==> src/rtfp_pkg.sv <==
// rtfp_pkg: constants and carrier types of the tag frame protocol block
// assumes a demodulator below delivering decoded request bytes with frame marks
package rtfp_pkg;
   localparam int CLK_HZ = 20000000;
   localparam int FIELD_ABSENT_TIME_US = 1000;
   localparam int FIELD_ABSENT_CYC =
      (FIELD_ABSENT_TIME_US * (CLK_HZ / 1000000) < 1) ? 1 :
      FIELD_ABSENT_TIME_US * (CLK_HZ / 1000000);
   localparam logic [15:0] CRC_PRESET = 16'hffff;
   localparam logic [15:0] CRC_POLY_REV = 16'h8408;
   localparam logic [15:0] CRC_RESIDUE = 16'hf0b8;
   localparam int FLG_INVENTORY = 2;
   localparam int FLG_SELECT = 4;
   localparam int FLG_ADDRESS = 5;
   localparam logic [7:0] ERR_OPT_UNSUPPORTED = 8'h03;
   localparam logic [7:0] RSP_FLAGS_OK = 8'h00;
   localparam logic [7:0] RSP_FLAGS_ERR = 8'h01;
   localparam int UID_BYTES = 8;
   localparam int MAX_PARAM = 4;
   localparam logic [63:0] UID_DEFAULT = 64'h0123_4567_89ab_cdef;

   typedef enum {
      TS_POWER_OFF,
      TS_READY,
      TS_QUIET,
      TS_SELECTED
   } rtfp_tag_state_t;

   typedef enum {
      PS_IDLE,
      PS_FLAGS,
      PS_CMD,
      PS_UID,
      PS_BODY,
      PS_DECIDE,
      PS_TX_FLAGS,
      PS_TX_BODY,
      PS_TX_CRC0,
      PS_TX_CRC1,
      PS_TX_EOF
   } rtfp_parse_t;

   typedef struct packed {
      logic sof;
      logic valid;
      logic [7:0] data;
      logic eof;
   } rtfp_rx_t;

   typedef struct packed {
      logic sof;
      logic valid;
      logic [7:0] data;
      logic eof;
   } rtfp_tx_t;

   typedef struct packed {
      logic go;
      logic [7:0] cmd;
      logic [7:0] flags;
   } rtfp_cmd_t;
endpackage

==> src/rtfp_core.sv <==
// rtfp_core: request parser, mode acceptance, tag state machine, response
// assumes bytes arrive on the core clock; field level is an async pin
`timescale 1ns/1ns
module rtfp_core #(
   parameter int FIELD_ABSENT_CYC = rtfp_pkg::FIELD_ABSENT_CYC
) (
   input wire logic i_core_clk,
   input wire logic i_rst_b,
   input wire logic i_ce,
   input wire logic i_field_ok,
   input wire rtfp_pkg::rtfp_rx_t i_rx,
   input wire logic i_tx_ready,
   input wire logic i_stay_quiet,
   input wire logic i_select_me,
   input wire logic i_reset_ready,
   output rtfp_pkg::rtfp_tx_t o_tx,
   output rtfp_pkg::rtfp_cmd_t o_cmd,
   output logic [1:0] o_tag_state
);
   typedef struct packed {
      logic [2:0] fsync;
      logic [31:0] absent_cnt;
      rtfp_pkg::rtfp_tag_state_t tstate;
      rtfp_pkg::rtfp_parse_t pstate;
      logic [7:0] flags;
      logic [7:0] cmd;
      logic [3:0] cnt;
      logic [63:0] uid_rx;
      logic [15:0] crc;
      logic bad;
      logic err;
      rtfp_pkg::rtfp_tx_t tx;
      rtfp_pkg::rtfp_cmd_t cout;
   } rtfp_state_t;

   rtfp_state_t r;
   rtfp_state_t next_r;
   logic field_now;
   logic answer;
   logic sel;
   logic adr;
   logic inv;

   // uid is a fixed constant, never written
   localparam logic [63:0] UID = rtfp_pkg::UID_DEFAULT;

   function automatic logic [15:0] crc_byte(input logic [15:0] c,
                                            input logic [7:0] d);
      logic [15:0] x;
      x = c ^ {8'h00, d};
      for (int i = 0; i < 8; i++) begin
         x = x[0] ? ((x >> 1) ^ rtfp_pkg::CRC_POLY_REV) : (x >> 1);
      end
      return x;
   endfunction

   assign sel = r.flags[rtfp_pkg::FLG_SELECT];
   assign adr = r.flags[rtfp_pkg::FLG_ADDRESS];
   assign inv = r.flags[rtfp_pkg::FLG_INVENTORY];
   // second and third stage agree: debounced field level
   assign field_now = (r.fsync[1] == r.fsync[2]) ? r.fsync[1] :
                      (r.tstate != rtfp_pkg::TS_POWER_OFF);

   always_comb begin
      answer = 1'b0;
      if (adr && !sel) begin
         // quiet takes addressed non-inventory; any powered state otherwise
         answer = (r.uid_rx == UID) && !(inv && r.tstate ==
                  rtfp_pkg::TS_QUIET);
      end else if (sel && !adr) begin
         answer = (r.tstate == rtfp_pkg::TS_SELECTED);
      end else if (!sel && !adr) begin
         answer = (r.tstate == rtfp_pkg::TS_READY) ||
                  (r.tstate == rtfp_pkg::TS_SELECTED);
      end else begin
         answer = (r.tstate != rtfp_pkg::TS_POWER_OFF);
      end
   end

   always_comb begin
      next_r = r;
      next_r.fsync = {r.fsync[1:0], i_field_ok};
      next_r.tx.sof = 1'b0;
      next_r.tx.eof = 1'b0;
      next_r.cout.go = 1'b0;
      if (!field_now) begin
         if (r.absent_cnt >= 32'(FIELD_ABSENT_CYC - 1)) begin
            next_r.tstate = rtfp_pkg::TS_POWER_OFF;
         end else begin
            next_r.absent_cnt = r.absent_cnt + 32'h1;
         end
      end else begin
         next_r.absent_cnt = 32'h0;
         if (r.tstate == rtfp_pkg::TS_POWER_OFF) begin
            next_r.tstate = rtfp_pkg::TS_READY;
         end
      end
      if (r.tstate != rtfp_pkg::TS_POWER_OFF && field_now) begin
         // command decoder outside steers state; is the reader's duty
         if (i_reset_ready) begin
            next_r.tstate = rtfp_pkg::TS_READY;
         end else if (i_select_me) begin
            next_r.tstate = rtfp_pkg::TS_SELECTED;
         end else if (i_stay_quiet) begin
            next_r.tstate = rtfp_pkg::TS_QUIET;
         end
      end
      case (r.pstate)
         rtfp_pkg::PS_IDLE: begin
            if (i_rx.sof && r.tstate != rtfp_pkg::TS_POWER_OFF) begin
               next_r.crc = rtfp_pkg::CRC_PRESET;
               next_r.cnt = 4'h0;
               next_r.bad = 1'b0;
               next_r.uid_rx = 64'h0;
               next_r.pstate = rtfp_pkg::PS_FLAGS;
            end
         end
         rtfp_pkg::PS_FLAGS, rtfp_pkg::PS_CMD, rtfp_pkg::PS_UID,
         rtfp_pkg::PS_BODY: begin
            if (i_rx.eof) begin
               // eof before a flags byte, a command byte and any uid bytes is short
               next_r.bad = r.bad || (r.pstate == rtfp_pkg::PS_FLAGS) ||
                            (r.pstate == rtfp_pkg::PS_CMD) ||
                            (r.pstate == rtfp_pkg::PS_UID);
               next_r.pstate = rtfp_pkg::PS_DECIDE;
            end else if (i_rx.valid) begin
               next_r.crc = crc_byte(r.crc, i_rx.data);
               if (r.pstate == rtfp_pkg::PS_FLAGS) begin
                  next_r.flags = i_rx.data;
                  next_r.pstate = rtfp_pkg::PS_CMD;
               end else if (r.pstate == rtfp_pkg::PS_CMD) begin
                  next_r.cmd = i_rx.data;
                  // uid field only when the address flag is one
                  next_r.pstate = r.flags[rtfp_pkg::FLG_ADDRESS] ?
                     rtfp_pkg::PS_UID : rtfp_pkg::PS_BODY;
               end else if (r.pstate == rtfp_pkg::PS_UID) begin
                  // lsbyte first: shift in from the top
                  next_r.uid_rx = {i_rx.data, r.uid_rx[63:8]};
                  next_r.cnt = r.cnt + 4'h1;
                  if (r.cnt == 4'(rtfp_pkg::UID_BYTES - 1)) begin
                     next_r.pstate = rtfp_pkg::PS_BODY;
                  end
               end
            end
         end
         rtfp_pkg::PS_DECIDE: begin
            next_r.err = adr && sel;
            // residue check covers the crc bytes, so the body may be any
            // length; a frame without the 2-byte crc fails here too
            if (r.bad || r.crc != rtfp_pkg::CRC_RESIDUE || !answer) begin
               next_r.pstate = rtfp_pkg::PS_IDLE;
            end else begin
               next_r.cout.go = !(adr && sel);
               next_r.cout.cmd = r.cmd;
               next_r.cout.flags = r.flags;
               next_r.tx.sof = 1'b1;
               next_r.tx.valid = 1'b0;
               next_r.crc = rtfp_pkg::CRC_PRESET;
               next_r.pstate = rtfp_pkg::PS_TX_FLAGS;
            end
         end
         rtfp_pkg::PS_TX_FLAGS: begin
            if (!r.tx.valid || i_tx_ready) begin
               // response opens with flags, no command code
               next_r.tx.valid = 1'b1;
               next_r.tx.data = r.err ? rtfp_pkg::RSP_FLAGS_ERR :
                                rtfp_pkg::RSP_FLAGS_OK;
               next_r.crc = crc_byte(r.crc, next_r.tx.data);
               next_r.pstate = r.err ? rtfp_pkg::PS_TX_BODY :
                               rtfp_pkg::PS_TX_CRC0;
            end
         end
         rtfp_pkg::PS_TX_BODY: begin
            if (i_tx_ready) begin
               next_r.tx.data = rtfp_pkg::ERR_OPT_UNSUPPORTED;
               next_r.crc = crc_byte(r.crc, rtfp_pkg::ERR_OPT_UNSUPPORTED);
               next_r.pstate = rtfp_pkg::PS_TX_CRC0;
            end
         end
         rtfp_pkg::PS_TX_CRC0: begin
            if (i_tx_ready) begin
               // crc sent inverted, low byte first
               next_r.tx.data = ~r.crc[7:0];
               next_r.pstate = rtfp_pkg::PS_TX_CRC1;
            end
         end
         rtfp_pkg::PS_TX_CRC1: begin
            if (i_tx_ready) begin
               next_r.tx.data = ~r.crc[15:8];
               next_r.pstate = rtfp_pkg::PS_TX_EOF;
            end
         end
         rtfp_pkg::PS_TX_EOF: begin
            if (i_tx_ready) begin
               next_r.tx.valid = 1'b0;
               next_r.tx.eof = 1'b1;
               next_r.pstate = rtfp_pkg::PS_IDLE;
            end
         end
         default: begin
            next_r.pstate = rtfp_pkg::PS_IDLE;
         end
      endcase
      if (!field_now && r.absent_cnt >= 32'(FIELD_ABSENT_CYC - 1)) begin
         // losing power aborts any frame in progress
         next_r.pstate = rtfp_pkg::PS_IDLE;
         next_r.tx = '0;
      end
   end

   always_ff @(posedge i_core_clk) begin
      if (!i_rst_b) begin
         r <= '0;
         r.tstate <= rtfp_pkg::TS_POWER_OFF;
         r.pstate <= rtfp_pkg::PS_IDLE;
         r.crc <= rtfp_pkg::CRC_PRESET;
      end else if (i_ce) begin
         r <= next_r;
      end
   end

   assign o_tx = r.tx;
   assign o_cmd = r.cout;
   assign o_tag_state = 2'(r.tstate);
endmodule

==> config.mk <==
export PLATFORM = sky130hd
export DESIGN_NAME = rtfp_core
export DESIGN_NICKNAME = d
export VERILOG_FILES = /design/src/rtfp_pkg.sv /design/src/rtfp_core.sv
export SDC_FILE = /design/constraint.sdc
export NUM_CORES = 1
export LEC_CHECK = 0
export BUFFER_PORTS_ARGS = -buffer_cell sky130_fd_sc_hd__clkbuf_2
export CAP_MARGIN = 10
export CORE_UTILIZATION = 26
export CTS_CLUSTER_DIAMETER = 200
export DETAILED_ROUTE_END_ITERATION = 10
export GPL_TIMING_DRIVEN = 1
export MAX_ROUTING_LAYER = met4
export PLACE_DENSITY = 0.38
export RECOVER_POWER = 50
export SYNTH_ARGS = -nofsm -noshare
export SYNTH_HDL_FRONTEND = slang
export SYNTH_SLANG_ARGS = --single-unit
==> constraint.sdc <==
create_clock -name i_core_clk -period 4.18 [get_ports i_core_clk]
set_input_delay 0.627 -clock i_core_clk [delete_from_list [all_inputs] [get_ports i_core_clk]]
set_output_delay 0.627 -clock i_core_clk [all_outputs]
set_load 0.1 [all_outputs]
After elaboration in Yosys (flattened, before gate mapping). Cells that the tools add are included. W data, S select, Z words.

Input bits: 19. Register bits after elaboration: 229. Word-level logic and storage cells: 218.

$lt $le $gt $ge: 1. Add/sub/neg operators: 2. Reduce and logical (&&, ||, !) cells: 42. Bitwise operators: 32. Equal/unequal tests: 41. Mux-type cells: 82.

Operator list (count): $mux W32 (19); $mux W16 (27); $eq A32 B3 Y1 const B (8); $pmux W32 S8 (1); $mux W68 (2); $pmux W68 S2 (1); $mux W132 (1); $eq A32 B2 Y1 const B (4); $eq A32 B4 Y1 const B (3); $mux W85 (1); $mux W84 (1); $pmux W16 S5 (1); $mux W76 (1); $not A2 Y3 (24); $eq A64 B57 Y1 const B (1); $logic_not A32 Y1 (2); $mux W64 (1); $mux W8 (5); $mux W17 (2); $add A32 B1 Y32 const B (1); $eq A32 B1 Y1 const B (1); $ge A32 B15 Y1 const B (1); $pmux W8 S4 (1); $reduce_bool A32 Y1 (1); other kinds (35) (90).

Longest topological paths before layout. Gate-level depths: netlist (run 1).

Depth after elaboration: 21. Gate-level depth with buffers: 10.

Worst setup path after synthesis (run 1). No wires, ideal clock.

Path kind: input to register. Start point: in i_ce. End point: reg r[44] (netlist bit). Arrival: 2.371 ns. Slack: 1.688 ns. Stages: 7. Library setup time: 0.122 ns. Cells stage by stage: clkbuf_1 inv_1 or3_4 nor4_4 nand4b_4 buf_6 o32a_1.

Cells in the longest elaborated chain, start to end: 1.

Ends and longest elaborated chain: from (decl) (line rtfp_core.sv:9) `input wire logic i_ce,`; $reduce_and A8 Y1 (no source line); to (signal assigned) (line rtfp_core.sv:218) `r <= next_r;`; to (decl) (line rtfp_core.sv:36) `rtfp_state_t r;`.

No other way between the ends. A chain may end at the register's enable or synchronous reset.

Final worst setup path (run 1).
Start point: reg r[194] (netlist bit). End point: reg r, in the netlist o_tx[8].

Cells in the longest elaborated chain, start to end: 4. Elaborated cells between the ends (all ways): 9. Those cells by class: 1 x order compare; 4 x eq/ne; 1 x mux; 3 x reduce/logical.

Ends and longest elaborated chain: $ge A32 B15 Y1 (*) (line rtfp_core.sv:204) `if (!field_now && r.absent_cnt >= 32'(FIELD_ABSENT_CYC - 1)) begin`; $logic_and A1 B1 Y1 (*) (line rtfp_core.sv:204); $ne A3 B3 Y1 (no source line) / $reduce_bool A5 Y1 (equally long branches); $reduce_and A6 Y1 (no source line).

Every way passes the cells marked *; elsewhere a longest branch is shown, timed or not.

==> impl_metrics.json, run 1 <==
{
  "drc": 0,
  "core-area_um2": 33700,
  "antenna_found_initial": 0,
  "grt_overflow": 0,
  "cp.required_ns": 4.63,
  "syn-num-nets": 1070,
  "cts_max_level": 1,
  "power_density_nw_per_um2": 408,
  "hold_start": "i_field_ok",
  "max_cap_violations": 2,
  "place.gp.congestion": 0.809,
  "area_growth_pct": 11.9,
  "first_iter_violations": 456,
  "dpl.hpwl_um": 16100,
  "synth_area_um2": 8930,
  "clock_skew_ns": 0.0304,
  "synth_top_area_share_pct": 45.0,
  "cts_tree": "built",
  "fin_crit_sh_pct": 78.6,
  "synthTopCellsByArea": "dfxtp_1, nand2_1, a21oi_1, buf_4, and3_1",
  "layout-drive-gt1-share_pct": 8.37,
  "root_buffer": "clkbuf_16",
  "vias": 7112,
  "initial_core_util_pct": 26.5,
  "async_flop_share_pct": 0,
  "synth_cell_types": 79,
  "crit_fanout": 18,
  "yosys_warnings": 0,
  "failed_checks": "capacitance limit, slew limit",
  "syn_area_per_cell_um2": 8.52,
  "leakagePower_nw": 3.53,
  "grt_start_max_net_pins": 68,
  "crit_path_start": "r[194]",
  "critPathArrivalTime_ns": 3.73,
  "numCtsBuffers": 25,
  "synth_compound_area_share_pct": 14.9,
  "grt_pass1_vias": 6896,
  "min_path_type": "in -> reg",
  "p_total_mw": 4.08,
  "synth-seq-cells": 201,
  "viasPerCell": 4.74,
  "antenna_left": 0,
  "grtUsageTotal_pct": 14.2,
  "endpoint_kind": "register",
  "final_max_slew_viol_count": 61,
  "clock-sinks": 201,
  "synth-seq-area-share_pct": 45.0,
  "cts.clk_slew.worst_paths_ns": 0.06,
  "synthXorXnorAreaFrac_pct": 4.41,
  "path_class": "reg -> reg",
  "synth_common_cells": "nand2_1, dfxtp_1, a21oi_1, nor2_1, clkbuf_1",
  "synthAdderAreaFrac_pct": 0.280,
  "clock_insertion_delay_worst_skew_ns": 0.53,
  "clockBufferDepth": 3,
  "num-nets-final": 1058,
  "postRouteWirelength_um": 24100,
  "post_cts_buffers": 0,
  "r2r-start": "r[194]",
  "grt_pass1_wl_um": 39500,
  "start_kind": "register",
  "setup-violations-final": 0,
  "dieArea_um2": 35100,
  "grt_setup_unrepaired": "no",
  "die_x_um": 187,
  "fp-row-count": 67,
  "first_pass_iters": 4,
  "postCtsHoldBufs": 0,
  "port_buffers": 48,
  "n_antenna_cell": 0,
  "postSynthCellCount": 1049,
  "totalNegativeSetupSlack_ns": 0,
  "relSlewSlack_pct": -42.7,
  "synth_largest_area_cell": "dfxtp_1",
  "fin_crit_ns": 3.29,
  "wl_per_cell_um": 16.1,
  "synth-simple-area-share_pct": 25.9,
  "max_freq_mhz": 304,
  "ir_drop_v": 0.000241,
  "io-pin-count": 49,
  "muxShareOfSynthArea_pct": 3.22,
  "synth_edf_count": 0,
  "tightest_slew_ns": 2.14,
  "ctsResizeCount": 0,
  "yosysMostFrequentCell": "nand2_1",
  "synthFlopType": "dfxtp_1",
  "die_y_um": 187,
  "hold_viol": 0,
  "outcome": "finished with violations",
  "synth_top_family_by_area": "simple AND/OR/NAND/NOR gates"
}
## metal layers
| metal | global-route usage [%] | wire [um] |
|---|---|---|
| met1 | 19.9 | 12100 |
| met2 | 21.6 | 10900 |
| met3 | 2.01 | 676 |
| met4 | 3.28 | 452 |
| met5 | - | 0 |
## cells in the final DEF (no fill, tap or decap), types with 9 or more instances in the layout
cell type  count
mux2i_1       22
clkbuf_16     25
nor2b_1       25
and3_1        38
clkbuf_2      18
o21ai_0       33
xor2_1        18
o22ai_1       13
nand2_1      208
nand3_1       32
dfxtp_1      201
a21oi_1       92
xnor2_1       27
clkbuf_1      34
inv_1          9
nor4_1        17
nor3_1         9
and2_0         9
nand4_1       20
and2_1        18
nor2_1        49
## worst paths after layout
path	to	slack, ns	cells past startpoint
max	o_tx[8]	0.89	7
min	next_r[227]	0.39	3
max reg2reg	o_tx[8]	0.89	7
min reg2reg	o_cmd[0]	0.44	2
## registers in the layout, indices dropped and copies added, names as in the netlist
signal / flops
r: 167
o_tx: 11
o_cmd: 17
inv: 1
o_tag_state: 2
next_r: 2
adr: 1
## power breakdown
group,internal [mW],switching (mW)
clock network,1.20,0.842
logic,0.0368,0.0797
registers,1.92,0.00299
total,3.15,0.925
## kinds of logic after synthesis
kind of cell,after synthesis
compound gates,207
buf+inv,105
flops,201
xor+xnor,45
mux,28
simple gates,461
fa+ha+maj,2
## critical path: stages, from the launching register on
cell,delay [ns]
dfxtp_1,0.34
ha_1,0.25
nand4_1,0.14
a2111oi_0,0.15
or3_1,0.42
a31oi_1,1.11
nand4_1,0.50
o22ai_1,0.28
## layout make-up
cell class	instances	area [um^2]
multi-input combinational	743	4330
clock inverter	8	50.0
sequential	201	4020
clock buffer	34	719
timing repair buffer	57	279
inverter	9	33.8
fill	3667	23700
tap	448	561
## per-stage QoR
step	cells	util, %	instance area, um^2	setup WS, ns	hold slack [ns]
after floorplan	1049	-	8930	1.69	0.428
after global placement	1458	27.6	9310	1.13	0.440
after detailed placement	1458	27.6	9310	1.11	0.443
after CTS	1500	29.9	10100	1.12	0.367
after global routing	1500	29.7	10000	0.486	0.383
final	1500	29.7	10000	0.894	0.386
Power figures use the tool's default switching activity.
==> inputs of run 2 (changes only) <==
- PLACE_DENSITY: 0.38 -> 0.39
- clock period: 4.18 -> 3 ns (I/O delays scaled with it)
==> run 2 against run 1 <==
Against the previous run:
- worst hold slack worse by 0.16 ns
- final area is 2.3% higher
- largest power group unchanged
- clock skew is 0.0052 ns lower
- combinational power is 44% higher
- the run still ends with capacitance limit, slew limit left
- critical endpoint is now r[30]
- clock power is 40% higher
- power is 40% higher
- global-route usage is 0.067 points higher
- maximum frequency is 21% higher
- critical path type unchanged
==> impl_metrics.json, run 2 (same netlist as run 1, synthesis figures left out) <==
{
  "num-nets-final": 1087,
  "crit_buf_inv": 0,
  "endpoint_kind": "register",
  "root_buffer": "clkbuf_16",
  "hold_viol": 0,
  "pwr-share-comb_pct": 3.0,
  "first_iter_violations": 407,
  "failed_checks": "capacitance limit, slew limit",
  "mostFrequentLayoutCells": "nand2_1, dfxtp_1, a21oi_1, nor2_1, clkbuf_1",
  "drc": 0,
  "outcome": "finished with violations",
  "switchingPower_mw": 1.23,
  "setup-violations-final": 0,
  "dpl.hpwl_um": 16400,
  "fin_crit_sh_pct": 90.7,
  "clock-sinks": 201,
  "p_clk_share_pct": 50.0,
  "n_antenna_cell": 0,
  "crit_path_start": "r[38]",
  "max_freq_mhz": 367,
  "crit_chain": "nor4_1 -> nand4_1 -> nor3_1 -> o311ai_1 -> o21a_1 -> nand4b_4 -> o32a_1",
  "crit_slowest_cell": "nor4_1",
  "viasPerCell": 4.69,
  "fp-row-count": 67,
  "r2r-start": "r[38]",
  "grt_pass1_wl_um": 39700,
  "power_density_nw_per_um2": 557,
  "r2r_slack_ns": 0.28,
  "tightest_slew_ns": 1.62,
  "top_register": "r",
  "ir_drop_v": 0.000328,
  "numCtsBuffers": 25,
  "slowest_delay_ns": 0.43,
  "core-area_um2": 33700,
  "wl_per_cell_um": 16.0,
  "final_common_cell": "nand2_1",
  "antenna_found_initial": 0,
  "hold_start": "i_field_ok",
  "die_y_um": 187,
  "io-pin-count": 49,
  "start_kind": "register",
  "utilization_pct": 30.4,
  "min_path_type": "in -> reg",
  "worst_r2r_endpoint": "r[30]",
  "clockBufferDepth": 3,
  "crit_fanout": 13,
  "ctsResizeCount": 0,
  "post_cts_buffers": 0,
  "max_cap_violations": 1,
  "path_class": "reg -> reg",
  "critPathArrivalTime_ns": 3.12,
  "fin_crit_ns": 2.72,
  "min_to": "next_r[227]",
  "clock_skew_ns": 0.0251,
  "grt_overflow": 0,
  "intPower_mw": 4.46,
  "grt_setup_unrepaired": "no",
  "r2r_cells": 7,
  "layout-drive-gt1-share_pct": 10.5,
  "final_max_slew_viol_count": 95,
  "initial_core_util_pct": 26.5,
  "min_path_cells": 3,
  "postCtsHoldBufs": 0,
  "grt_pass1_vias": 7017,
  "die_x_um": 187,
  "grtUsageTotal_pct": 14.3,
  "p_sw_share_pct": 21.6,
  "place.gp.congestion": 0.821,
  "cp.required_ns": 3.40,
  "clock_insertion_delay_worst_skew_ns": 0.53,
  "sequentialPowerShare_pct": 47.0,
  "first_pass_iters": 4,
  "relSlewSlack_pct": -7.73,
  "cts.clk_slew.worst_paths_ns": 0.06,
  "dieArea_um2": 35100,
  "largest_reg_flops": 167,
  "antenna_left": 0,
  "critPathTopFamily": "simple AND/OR/NAND/NOR gates",
  "totalNegativeSetupSlack_ns": 0,
  "cts_tree": "built",
  "area_growth_pct": 14.5,
  "grt_start_max_net_pins": 95,
  "leakagePower_nw": 3.65,
  "postRouteWirelength_um": 24400,
  "vias": 7152,
  "port_buffers": 48,
  "cts_max_level": 1
}
## run 2: power groups by stage
| stage | registers (mW) | logic [mW] | clock network [mW] |
|---|---|---|---|
| 2_1_floorplan | 2.74 | 0.110 | 0 |
| 3_3_place_gp | 2.74 | 0.175 | 0 |
| 3_5_place_dp | 2.74 | 0.174 | 0 |
| 4_1_cts | 2.68 | 0.175 | 2.97 |
| 5_1_grt | 2.68 | 0.185 | 3.09 |
| 6_report | 2.68 | 0.168 | 2.85 |
## run 2: worst min-delay path, stage by stage
cell and delay [ns]:
clkbuf_2 0.09, mux2i_1 0.06, nor2b_1 0.09
## run 2: area by class of cell
| type | instances | area (um^2) |
|---|---|---|
| Inverter | 9 | 33.8 |
| Timing Repair Buffer | 86 | 497 |
| Fill cell | 3685 | 23500 |
| Tap cell | 448 | 561 |
| Multi-Input combinational cell | 743 | 4350 |
| Sequential cell | 201 | 4020 |
| Clock buffer | 33 | 676 |
| Clock inverter | 6 | 86.3 |
## run 2: worst max-delay path by stage
stage / to / slack, ns / cells after the start
floorplan: r[44] / 0.68 / 7
global placement: o_tx[6] / 0.21 / 8
detailed placement: o_tx[5] / 0.18 / 8
CTS: o_tx[5] / 0.15 / 8
global route: o_tx[6] / 0.07 / 7
finish: r[30] / 0.28 / 7
## run 2: per-stage QoR
stage	instances	setup slack [ns]	area, um^2	hold WS [ns]	total power, mW
finish	1526	0.278	10200	0.223	5.69
detailed placement	1487	0.176	9550	0.444	2.91
global placement	1487	0.206	9550	0.438	2.91
global route	1526	0.0708	10200	0.242	5.95
CTS	1526	0.153	10300	0.210	5.82
floorplan	1049	0.685	8930	0.428	2.84
## run 2: per-layer routing
metal  share of wire [%]  track usage (%)  vias to the layer above
li1                    -                -                     3654
met1                  49             19.5                     3363
met2                  45             21.8                       89
met3                 2.9             2.14                       46
met4                 2.7             4.41                        0
met5                   0                -                        -
==> inputs of run 3 (changes only) <==
--- a/config.mk
+++ b/config.mk
@@ -12,7 +12,7 @@
 export DETAILED_ROUTE_END_ITERATION = 10
 export GPL_TIMING_DRIVEN = 1
-export MAX_ROUTING_LAYER = met4
 export PLACE_DENSITY = 0.39
 export RECOVER_POWER = 50
+export SKIP_LAST_GASP = 1
 export SYNTH_ARGS = -nofsm -noshare
 export SYNTH_HDL_FRONTEND = slang
==> constraint.sdc (replaced) <==
create_clock -name i_core_clk -period 3 [get_ports i_core_clk]
set_input_delay 0.45 -clock i_core_clk [delete_from_list [all_inputs] [get_ports i_core_clk]]
set_output_delay 0.45 -clock i_core_clk [all_outputs]
set_load 0.005 [all_outputs]
==> run 3 against run 2 <==
Against the previous run:
- power is essentially flat
- critical path type unchanged
- worst setup slack worse by 0.047 ns
- highest routed layer unchanged
- die area did not move
- the flow still finishes with violations (capacitance limit, slew limit)
- global-route usage is 0.42 points lower
- largest cell class unchanged
==> impl_metrics.json, run 3 (same netlist as run 1, synthesis figures left out) <==
{
  "final_max_slew_viol_count": 95,
  "slowest_delay_ns": 0.44,
  "setup_ws_ns": 0.232,
  "fin_crit_sh_pct": 92.3,
  "grt_pass1_vias": 7010,
  "layout-drive-gt1-share_pct": 12.0,
  "critPathArrivalTime_ns": 3.17,
  "postRouteWirelength_um": 24400,
  "num-nets-final": 1087,
  "totalNegativeSetupSlack_ns": 0,
  "fin_area_um2": 10200,
  "postCtsHoldBufs": 0,
  "dieArea_um2": 35100,
  "dpl.hpwl_um": 16400,
  "critPathTopFamily": "simple AND/OR/NAND/NOR gates",
  "final_common_cell": "nand2_1",
  "p_total_mw": 5.70,
  "fillers": 3674,
  "ir_drop_v": 0.000329,
  "n_antenna_cell": 0,
  "min_path_type": "in -> reg",
  "die_x_um": 187,
  "max_cap_violations": 1,
  "grt_start_max_net_pins": 95,
  "top_register": "r",
  "path_class": "reg -> reg",
  "largest_reg_flops": 167,
  "grt_overflow": 0,
  "cts.clk_slew.worst_paths_ns": 0.06,
  "first_pass_iters": 5,
  "mostFrequentLayoutCells": "nand2_1, dfxtp_1, a21oi_1, nor2_1",
  "vias": 7141,
  "clock_skew_ns": 0.0254,
  "max_freq_mhz": 361,
  "clock-sinks": 201,
  "pre_cts_slack_ns": 0.176,
  "cts_tree": "built",
  "hold_start": "i_field_ok",
  "grt_setup_unrepaired": "no",
  "area_growth_pct": 14.6,
  "grt_pass1_wl_um": 39700,
  "cp.required_ns": 3.40,
  "place_inst": 1487,
  "cts_max_level": 1,
  "grtUsageTotal_pct": 13.9,
  "multiInputGateArea_um2": 4350,
  "failed_checks": "capacitance limit, slew limit",
  "viasPerCell": 4.68,
  "power_density_nw_per_um2": 556,
  "r2r-start": "r[38]",
  "place.gp.congestion": 0.808,
  "io-pin-count": 49,
  "wl_per_cell_um": 16.0,
  "antenna_left": 0,
  "clockBufferDepth": 3,
  "fp-row-count": 67,
  "setup-violations-final": 0,
  "die_y_um": 187,
  "relSlewSlack_pct": -8.67,
  "crit_chain": "nor4_1 -> nand4_1 -> nor3_1 -> o311ai_1 -> o21a_1 -> nand4b_4 -> o32a_1",
  "crit_slowest_cell": "o32a_1",
  "root_buffer": "clkbuf_16",
  "core-area_um2": 33700,
  "numCtsBuffers": 25,
  "crit_buf_inv": 0,
  "crit_fanout": 13,
  "crit_path_start": "r[38]",
  "hold_viol": 0,
  "fin_cells": 1526,
  "initial_core_util_pct": 26.5,
  "leakagePower_nw": 3.71,
  "seq_area_um2": 4020,
  "fin_crit_ns": 2.77,
  "drc": 0,
  "port_buffers": 48,
  "placed_area_um2": 9550,
  "antenna_found_initial": 0,
  "outcome": "finished with violations",
  "first_iter_violations": 378,
  "start_kind": "register",
  "clock_insertion_delay_worst_skew_ns": 0.53,
  "endpoint_kind": "register",
  "tightest_slew_ns": 1.63
}
run 3: worst min-delay path, delay by kind of cell:
| kind | cells | cell delay [ns] |
|---|---|---|
| buf+inv | 1 | 0.09 |
| mux | 1 | 0.06 |
| simple gates | 1 | 0.09 |
run 3: what timing repair did:
action,CTS,global route
setup buffers,0,0
endpoints found under the setup margin,0,6
gates resized for setup,0,1
run 3: where the power goes:
group / switching [mW] / leakage, nW / total (mW) / internal, mW
sequential: 0.00442 / 1.62 / 2.68 / 2.67
combinational: 0.113 / 1.72 / 0.167 / 0.0542
clock: 1.12 / 0.370 / 2.85 / 1.73
run 3: cell type report:
class,instances,share of cell area (%)
Multi-Input combinational cell,743,42.5
Sequential cell,201,39.3
Clock buffer,33,6.60
Tap cell,448,5.47
Timing Repair Buffer,86,5.00
Clock inverter,6,0.843
Inverter,9,0.330
run 3: final timing paths:
path | endpoint | slack [ns] | cells past startpoint
worst max-delay path | r[30] | 0.23 | 7
worst min-delay path | next_r[227] | 0.22 | 3
worst max register to register | r[30] | 0.23 | 7
worst min register to register | o_cmd[1] | 0.43 | 2
run 3: metal layers:
| metal | vias up | track usage (%) | wire length [um] |
|---|---|---|---|
| li1 | 3658 | - | - |
| met1 | 3341 | 19.5 | 12000 |
| met2 | 94 | 21.7 | 11000 |
| met3 | 48 | 2.14 | 749 |
| met4 | 0 | 4.41 | 667 |
| met5 | - | 0 | 0 |
run 3: through the flow:
stage | hold slack (ns) | util [%]
after global routing | 0.242 | 30.4
after global placement | 0.438 | 28.3
final | 0.218 | 30.4
after detailed placement | 0.444 | 28.3
after CTS | 0.210 | 30.6
after floorplan | 0.428 | -
